==> src/io_window_pkg.sv <==
// constants for the pc card i/o window configuration block
package io_window_pkg;

  ////////////////////////////////////////////////////////////////////////////
  // register offsets in the legacy socket register space
  localparam logic [7:0] OFF_WINDOW_ENABLE  = 8'h06;
  localparam logic [7:0] OFF_CYCLE_CONTROL  = 8'h07;
  localparam logic [7:0] OFF_WIN0_START_LOW = 8'h08;
  localparam logic [7:0] OFF_WIN0_START_HI  = 8'h09;
  localparam logic [7:0] OFF_WIN0_END_LOW   = 8'h0a;
  localparam logic [7:0] OFF_WIN0_END_HI    = 8'h0b;
  localparam logic [7:0] OFF_WIN1_START_LOW = 8'h0c;
  localparam logic [7:0] OFF_WIN1_START_HI  = 8'h0d;
  localparam logic [7:0] OFF_WIN1_END_LOW   = 8'h0e;
  localparam logic [7:0] OFF_WIN1_END_HI    = 8'h0f;
  localparam int         REG_COUNT          = 10;

  ////////////////////////////////////////////////////////////////////////////
  // reset values
  localparam logic [7:0] RST_WINDOW_ENABLE  = 8'h00;
  localparam logic [7:0] RST_CYCLE_CONTROL  = 8'h00;
  localparam logic [7:0] RST_ADDR_BYTE      = 8'h00;

  ////////////////////////////////////////////////////////////////////////////
  // field positions
  localparam int POS_IO_WINDOW_ONE_ON   = 7;
  localparam int POS_IO_WINDOW_ZERO_ON  = 6;
  localparam int POS_ENABLE_RSVD        = 5;
  localparam int POS_WIN1_EXTRA_WAIT    = 7;
  localparam int POS_WIN1_SHORT_BYTE    = 6;
  localparam int POS_WIN1_AUTO_SIZE     = 5;
  localparam int POS_WIN1_WIDTH_SEL     = 4;
  localparam int POS_WIN0_EXTRA_WAIT    = 3;
  localparam int POS_WIN0_SHORT_BYTE    = 2;
  localparam int POS_WIN0_AUTO_SIZE     = 1;
  localparam int POS_WIN0_WIDTH_SEL     = 0;

  ////////////////////////////////////////////////////////////////////////////
  // timing: isa-equivalent cycle, counted in system clocks
  localparam int CLK_PERIOD_PS   = 10000;
  localparam int ISA_PERIOD_PS   = 125000;
  localparam int ISA_CLKS        = (ISA_PERIOD_PS + CLK_PERIOD_PS - 1) / CLK_PERIOD_PS;
  localparam int STD_BYTE_ISA    = 6;   // standard 8-bit cycle
  localparam int SHORT_BYTE_ISA  = 3;   // shortened 8-bit cycle
  localparam int STD_WORD_ISA    = 3;   // standard 16-bit cycle
  localparam int EXTRA_WAIT_ISA  = 1;   // added wait state
  localparam int CNT_W           = 8;

  // cycle engine states
  typedef enum logic [1:0] {ST_IDLE, ST_CYCLE, ST_DONE} cyc_state_t;

endpackage

==> src/io_window_config.sv <==
// i/o window registers and windowed host-to-card i/o cycle engine
`timescale 1ns/10ps
//
// Behaviour
// - window 1 extra-wait bit adds one isa wait state to 16-bit window 1 cycles only.
// - window 1 short-cycle bit cuts 8-bit window 1 cycles to three isa cycles only.
// - window 1 auto-size bit takes the width from the card's sizing pin.
// - window 1 width bit gives 8 bits at 0, 16 bits at 1, ignored under auto-size.
// - window 0 extra-wait bit adds one isa wait state to 16-bit window 0 cycles only.
// - window 0 short-cycle bit cuts 8-bit window 0 cycles to three isa cycles only.
// - window 0 auto-size bit takes the width from the card's sizing pin.
// - window 0 width bit gives 8 bits at 0, 16 bits at 1, ignored under auto-size.
// - each window holds a read/write start address low byte, reset to zero.
// - each window holds a read/write start address high byte, reset to zero.
// - each window holds a read/write end address low byte.
// - each window holds a read/write end address high byte, reset to zero.
// - a window whose enable bit is clear never claims a host i/o cycle.
module io_window_config
(
  input  wire logic        clk_sys_i,
  input  wire logic        srst_i,
  // register port
  input  wire logic [7:0]  reg_addr_i,
  input  wire logic        reg_wr_i,
  input  wire logic        reg_rd_i,
  input  wire logic [7:0]  reg_wdata_i,
  output logic      [7:0]  reg_rdata_o,
  output logic             reg_ack_o,
  // host i/o cycle request
  input  wire logic        io_req_i,
  input  wire logic [15:0] io_addr_i,
  input  wire logic        io_write_i,
  output logic             io_ready_o,
  output logic             io_claim_o,
  output logic             io_miss_o,
  output logic             io_done_o,
  // card side
  input  wire logic        card_iois16_i,
  output logic             card_cyc_o,
  output logic      [15:0] card_addr_o,
  output logic             card_write_o,
  output logic             card_wide_o,
  output logic             card_win_o
);

  ////////////////////////////////////////////////////////////////////////////
  // helpers

  // inclusive range check of a 16-bit address
  function automatic logic in_window(input logic [15:0] addr,
                                     input logic [15:0] lo,
                                     input logic [15:0] hi);
    in_window = (addr >= lo) && (addr <= hi);
  endfunction

  // cycle length in system clocks from width and timing bits
  function automatic logic [7:0] cycle_clks(input logic wide,
                                            input logic extra,
                                            input logic short_b);
    int isa;
    isa = 0;
    if (wide)
    begin
      isa = io_window_pkg::STD_WORD_ISA;
      if (extra)
      begin
        isa = isa + io_window_pkg::EXTRA_WAIT_ISA;
      end
    end
    else
    begin
      isa = short_b ? io_window_pkg::SHORT_BYTE_ISA : io_window_pkg::STD_BYTE_ISA;
    end
    cycle_clks = 8'(isa * io_window_pkg::ISA_CLKS);
  endfunction

  ////////////////////////////////////////////////////////////////////////////
  // register file

  logic [7:0] enable_q;
  logic [7:0] enable_d;
  logic [7:0] control_q;
  logic [7:0] control_d;
  logic [7:0] addr_q [0:7];
  logic [7:0] addr_d [0:7];
  logic [7:0] rdata_q;
  logic [7:0] rdata_d;
  logic       ack_q;
  logic       ack_d;
  logic [7:0] rel_addr;

  // index of an address byte relative to window 0 start low
  assign rel_addr = reg_addr_i - io_window_pkg::OFF_WIN0_START_LOW;

  // next register values and read data
  always_comb
  begin
    enable_d  = enable_q;
    control_d = control_q;
    addr_d    = addr_q;
    rdata_d   = rdata_q;
    ack_d     = reg_wr_i | reg_rd_i;
    if (reg_wr_i)
    begin
      if (reg_addr_i == io_window_pkg::OFF_WINDOW_ENABLE)
      begin
        enable_d = reg_wdata_i;
        enable_d[io_window_pkg::POS_ENABLE_RSVD] = 1'b0;
      end
      else if (reg_addr_i == io_window_pkg::OFF_CYCLE_CONTROL)
      begin
        control_d = reg_wdata_i;
      end
      else if (reg_addr_i >= io_window_pkg::OFF_WIN0_START_LOW &&
               reg_addr_i <= io_window_pkg::OFF_WIN1_END_HI)
      begin
        addr_d[rel_addr[2:0]] = reg_wdata_i;
      end
    end
    if (reg_rd_i)
    begin
      if (reg_addr_i == io_window_pkg::OFF_WINDOW_ENABLE)
      begin
        rdata_d = enable_q;
      end
      else if (reg_addr_i == io_window_pkg::OFF_CYCLE_CONTROL)
      begin
        rdata_d = control_q;
      end
      else if (reg_addr_i >= io_window_pkg::OFF_WIN0_START_LOW &&
               reg_addr_i <= io_window_pkg::OFF_WIN1_END_HI)
      begin
        rdata_d = addr_q[rel_addr[2:0]];
      end
      else
      begin
        rdata_d = 8'h00;  // unmapped
      end
    end
  end

  // register storage
  always_ff @(posedge clk_sys_i)
  begin
    if (srst_i)
    begin
      enable_q  <= io_window_pkg::RST_WINDOW_ENABLE;
      control_q <= io_window_pkg::RST_CYCLE_CONTROL;
      for (int i = 0; i < 8; i++)
      begin
        addr_q[i] <= io_window_pkg::RST_ADDR_BYTE;
      end
      rdata_q   <= 8'h00;
      ack_q     <= 1'b0;
    end
    else
    begin
      enable_q  <= enable_d;
      control_q <= control_d;
      addr_q    <= addr_d;
      rdata_q   <= rdata_d;
      ack_q     <= ack_d;
    end
  end

  assign reg_rdata_o = rdata_q;
  assign reg_ack_o   = ack_q;

  ////////////////////////////////////////////////////////////////////////////
  // window decode

  logic [15:0] win0_start;
  logic [15:0] win0_end;
  logic [15:0] win1_start;
  logic [15:0] win1_end;
  logic        hit0;
  logic        hit1;

  // 16-bit ranges assembled from the byte registers
  assign win0_start = {addr_q[1], addr_q[0]};
  assign win0_end   = {addr_q[3], addr_q[2]};
  assign win1_start = {addr_q[5], addr_q[4]};
  assign win1_end   = {addr_q[7], addr_q[6]};

  // enable gates the range match
  assign hit0 = enable_q[io_window_pkg::POS_IO_WINDOW_ZERO_ON] &&
                in_window(io_addr_i, win0_start, win0_end);
  assign hit1 = enable_q[io_window_pkg::POS_IO_WINDOW_ONE_ON] &&
                in_window(io_addr_i, win1_start, win1_end);

  ////////////////////////////////////////////////////////////////////////////
  // card sizing pin synchroniser

  logic iois16_meta_q;
  logic iois16_sync_q;

  // two flops before any use
  always_ff @(posedge clk_sys_i)
  begin
    if (srst_i)
    begin
      iois16_meta_q <= 1'b0;
      iois16_sync_q <= 1'b0;
    end
    else
    begin
      iois16_meta_q <= card_iois16_i;
      iois16_sync_q <= iois16_meta_q;
    end
  end

  ////////////////////////////////////////////////////////////////////////////
  // per-window width and length

  logic       wide0;
  logic       wide1;
  logic [7:0] len0;
  logic [7:0] len1;

  // auto-size picks the card pin, else the width bit
  assign wide0 = control_q[io_window_pkg::POS_WIN0_AUTO_SIZE] ? iois16_sync_q :
                 control_q[io_window_pkg::POS_WIN0_WIDTH_SEL];
  assign wide1 = control_q[io_window_pkg::POS_WIN1_AUTO_SIZE] ? iois16_sync_q :
                 control_q[io_window_pkg::POS_WIN1_WIDTH_SEL];

  // wait bits act on their own width only
  assign len0 = cycle_clks(wide0, control_q[io_window_pkg::POS_WIN0_EXTRA_WAIT],
                           control_q[io_window_pkg::POS_WIN0_SHORT_BYTE]);
  assign len1 = cycle_clks(wide1, control_q[io_window_pkg::POS_WIN1_EXTRA_WAIT],
                           control_q[io_window_pkg::POS_WIN1_SHORT_BYTE]);

  ////////////////////////////////////////////////////////////////////////////
  // cycle engine

  io_window_pkg::cyc_state_t state_q;
  io_window_pkg::cyc_state_t state_d;
  logic [7:0]  cnt_q;
  logic [7:0]  cnt_d;
  logic [15:0] caddr_q;
  logic [15:0] caddr_d;
  logic        cwrite_q;
  logic        cwrite_d;
  logic        cwide_q;
  logic        cwide_d;
  logic        cwin_q;
  logic        cwin_d;
  logic        claim_q;
  logic        claim_d;
  logic        miss_q;
  logic        miss_d;
  logic        done_q;
  logic        done_d;

  // window 0 wins when both ranges overlap
  always_comb
  begin
    state_d  = state_q;
    cnt_d    = cnt_q;
    caddr_d  = caddr_q;
    cwrite_d = cwrite_q;
    cwide_d  = cwide_q;
    cwin_d   = cwin_q;
    claim_d  = 1'b0;
    miss_d   = 1'b0;
    done_d   = 1'b0;
    unique case (state_q)
      io_window_pkg::ST_IDLE:
      begin
        if (io_req_i)
        begin
          if (hit0 || hit1)
          begin
            claim_d  = 1'b1;
            caddr_d  = io_addr_i;
            cwrite_d = io_write_i;
            cwin_d   = !hit0;
            cwide_d  = hit0 ? wide0 : wide1;
            cnt_d    = hit0 ? len0 : len1;
            state_d  = io_window_pkg::ST_CYCLE;
          end
          else
          begin
            miss_d = 1'b1;
          end
        end
      end
      io_window_pkg::ST_CYCLE:
      begin
        cnt_d = cnt_q - 8'h01;
        if (cnt_q == 8'h01)
        begin
          done_d  = 1'b1;
          state_d = io_window_pkg::ST_DONE;
        end
      end
      io_window_pkg::ST_DONE:
      begin
        state_d = io_window_pkg::ST_IDLE;
      end
    endcase
  end

  // cycle state registers
  always_ff @(posedge clk_sys_i)
  begin
    if (srst_i)
    begin
      state_q  <= io_window_pkg::ST_IDLE;
      cnt_q    <= 8'h00;
      caddr_q  <= 16'h0000;
      cwrite_q <= 1'b0;
      cwide_q  <= 1'b0;
      cwin_q   <= 1'b0;
      claim_q  <= 1'b0;
      miss_q   <= 1'b0;
      done_q   <= 1'b0;
    end
    else
    begin
      state_q  <= state_d;
      cnt_q    <= cnt_d;
      caddr_q  <= caddr_d;
      cwrite_q <= cwrite_d;
      cwide_q  <= cwide_d;
      cwin_q   <= cwin_d;
      claim_q  <= claim_d;
      miss_q   <= miss_d;
      done_q   <= done_d;
    end
  end

  // outputs
  assign io_ready_o   = (state_q == io_window_pkg::ST_IDLE);
  assign io_claim_o   = claim_q;
  assign io_miss_o    = miss_q;
  assign io_done_o    = done_q;
  assign card_cyc_o   = (state_q == io_window_pkg::ST_CYCLE);
  assign card_addr_o  = caddr_q;
  assign card_write_o = cwrite_q;
  assign card_wide_o  = cwide_q;
  assign card_win_o   = cwin_q;

endmodule

==> config.mk <==
export PLATFORM = sky130hd
export DESIGN_NAME = io_window_config
export DESIGN_NICKNAME = d
export VERILOG_FILES = /design/src/io_window_pkg.sv /design/src/io_window_config.sv
export SDC_FILE = /design/constraint.sdc
export NUM_CORES = 1
export LEC_CHECK = 0
export ABC_AREA = 1
export BUFFER_PORTS_ARGS = -buffer_cell sky130_fd_sc_hd__buf_2
export CORE_ASPECT_RATIO = 0.6
export CORE_MARGIN = 5
export CORE_UTILIZATION = 46
export CTS_BUF_LIST = sky130_fd_sc_hd__clkbuf_4
export DETAILED_ROUTE_END_ITERATION = 10
export PLACE_DENSITY = 0.64
export REMOVE_ABC_BUFFERS = 1
export SETUP_SLACK_MARGIN = 0.2
export SYNTH_ARGS = -nofsm -noshare
export SYNTH_HDL_FRONTEND = slang
export SYNTH_SLANG_ARGS = --single-unit
==> constraint.sdc <==
create_clock -name clk_sys_i -period 7.8 [get_ports clk_sys_i]
set_clock_uncertainty 0.1 [all_clocks]
set_input_delay 0.39 -clock clk_sys_i [delete_from_list [all_inputs] [get_ports clk_sys_i]]
set_output_delay 0.39 -clock clk_sys_i [all_outputs]
set_load 0.03 [all_outputs]
==> results.json <==
{
  "num_rows": 34,
  "path_delay_family": "adder cells",
  "grt_pass1_wl_mm": 32.6,
  "drive_gt1_frac": 0.121,
  "rsz0062_at_grt": "false",
  "final.min_clock_period_ps": 2920,
  "peakVddDrop_v": 0.0000904,
  "drtPass1Iterations": 5,
  "synth_edf_count": 0,
  "critPathArrivalTime_ps": 3260,
  "outcome": "completed",
  "worstPathRequired_ps": 8140,
  "crit_type": "reg2reg",
  "grt_pass1_vias": 5718,
  "dp_cells": 1200,
  "start_util": 0.474,
  "drt_wl_total_mm": 20.9,
  "syn_inst": 959,
  "post-route-period-util": 0.374,
  "endpoint_kind": "flop",
  "drv_cap": 0,
  "crit_buf_inv": 3,
  "cp_common_cell": "inv_1",
  "startpoint_type": "flop",
  "whs_path_depth": 3,
  "n_antenna_cell": 0,
  "yosys-mux-area-fraction": 0,
  "dieArea_mm2": 0.0178,
  "hold_violations": 0,
  "regArea_mm2": 0.00244,
  "async_reset_ff_frac": 0,
  "clk_path_buf_depth": 2,
  "fin_setup_tns_ps": 0,
  "synth_area_leader_cell": "dfxtp_1",
  "synth_compound_area_frac": 0.227,
  "boundaryPins": 72,
  "final_common_cell": "inv_1",
  "finalNonFillerCells": 1234,
  "ys_top_cells_by_area": "dfxtp_1, ha_1, a21oi_1, o21ai_0, inv_1",
  "wire_per_inst_um": 16.9,
  "gp_congestion": 0.992,
  "synth_cell_types": 39,
  "remaining_drc_errors": 0,
  "ys_ff_latch": 122,
  "synth_area_mm2": 0.00696,
  "grt_overflow": 0,
  "areaGrowthSynthToFinish_pct": 11.1,
  "numClockSinks": 122,
  "cts_tree": "yes",
  "worstPathCellList": "o21ai_0 -> inv_1 -> nand2_1 -> inv_1 -> a21oi_1 -> inv_1 -> ha_1 -> xor2_1 -> ha_1 -> nand3b_1 -> nand3_1 -> nand2_1 -> nor2_1 -> nor2_1",
  "fillCellCount": 1502,
  "synth_top_area_frac": 0.351,
  "seq_area_frac_synth": 0.351,
  "p_leak_uw": 0.00347,
  "post_cts_resize_count": 0,
  "portBuffers": 71,
  "drt_iter0_drc": 777,
  "hpwl_mm": 15.8,
  "hold_path.class": "in2reg",
  "synth_fa_ha_area_frac": 0.144,
  "globalRouteTotalUtil": 0.234,
  "path_max_fanout": 4,
  "die_y_um": 105,
  "cts_root_buffer": "clkbuf_4",
  "synthFlopType": "dfxtp_1",
  "syn_area_per_cell_um2": 7.26,
  "synthXorXnorAreaFrac": 0.00252,
  "clkTransAtPathRegs_ps": 120,
  "vias": 6532,
  "final_cell_mix": "inv_1, nand2_1, a21oi_1",
  "postCtsSetupRepairBufs": 0,
  "synth_top_family_by_area": "compound AO/OA/AOI/OAI gates",
  "setup_viol": 0,
  "ys_warn_count": 0,
  "fmax_ghz": 0.343,
  "synthSimpleGateAreaFrac": 0.177,
  "antenna_found_initial": 0,
  "cp.depth": 14,
  "maxSlewViolCount": 0,
  "ant_nets": 0,
  "tightest_slew_ps": 1170,
  "max_stage_delay_ps": 370,
  "vias_per_cell": 5.29,
  "cts_buffers": 17,
  "core_mm2": 0.0147,
  "die_w_um": 169,
  "htreeDepth": 4,
  "clk_latency_ps": 550,
  "final_nets": 1142,
  "max-slew-margin-rel": 0.217,
  "worst-r2r-cell-count": 14,
  "grt_max_degree": 113,
  "powerDensity_mw_per_mm2": 181,
  "cpMaxStageDelayCell": "ha_1",
  "multi_input_area_mm2": 0.00384
}
## state kept, by name (all words and copies together) (netlist names)
signal and flops:
card_win_o 1, card_write_o 1, card_wide_o 1, card_addr_o 16, io_miss_o 1, control_q 8
enable_q 7, io_done_o 1, io_claim_o 1, addr_q 64, state_q 2, reg_ack_o 1
iois16_meta_q 1, iois16_sync_q 1, reg_rdata_o 8, cnt_q 8
## kinds of logic (layout without fill, tap and decap cells)
logic type | Yosys count | after routing
other | 1 | 2
buffers and inverters | 174 | 250
XOR/XNOR | 2 | 2
AO/OA/AOI/OAI | 292 | 292
adder cells (fa/ha/maj) | 80 | 80
AND/OR/NAND/NOR | 288 | 288
flip-flops | 122 | 122
## worst paths after layout
kind / startpoint / end / slack, ps
setup / recovery: control_q[0] / cnt_q[4] / 4880
hold / removal: io_req_i / io_claim_o / 30
setup reg to reg: control_q[0] / cnt_q[4] / 4880
hold reg to reg: iois16_meta_q / iois16_sync_q / 320
## worst min-delay path, delay by kind of cell
kind                   cells  cell delay, ps
and+or+nand+nor            2             120
buffers and inverters      1             120
## through the flow
step	setup slack, ps	cell area, µm²	utilization	total power, µW	hold WS, ps
floorplan	5310	6820	-	865	288
global placement	5020	7430	0.507	944	298
detailed placement	4950	7430	0.507	945	304
CTS	4890	7730	0.527	1400	12.2
global route	4590	7730	0.527	1480	5.82
finish	4880	7730	0.527	1400	28.0
## synth_stat cells (8+ instances only)
| library cell | count |
|---|---|
| clkbuf_1 | 15 |
| dfxtp_1 | 122 |
| nor3_1 | 8 |
| a21oi_1 | 125 |
| nand4_1 | 9 |
| o21ai_0 | 118 |
| nor2_1 | 95 |
| nand3_1 | 25 |
| o22ai_1 | 17 |
| ha_1 | 80 |
| clkinv_1 | 8 |
| inv_1 | 133 |
| nand2_1 | 131 |
| buf_2 | 13 |
## layer usage
layer	up-vias	track usage	wire length, µm
met1	2862	0.395	11100
met4	0	0.0481	206
met3	24	0.0602	2370
li1	3335	-	-
met5	-	0	0
met2	311	0.282	7240
## area by class of cell
class / instances / area share
clock buffers: 17 / 0.0165
clock inverters: 15 / 0.0194
inverters: 144 / 0.0699
multi-input cells: 664 / 0.497
flip-flops and latches: 122 / 0.316
well taps: 198 / 0.0320
repair buffers: 74 / 0.0495
## power breakdown
part / total [µW] / internal [µW] / leakage, µW / switching, µW
logic: 284 / 90.9 / 0.00235 / 193
clock network: 462 / 189 / 0.000136 / 273
registers: 654 / 643 / 0.000987 / 11.3
## repair_timing
action                                  4_1_cts  5_1_grt
endpoints found under the setup margin        0        0
hold buffers                                  2        0
endpoints found under the hold margin         2        0
Power figures use the tool's default switching activity.
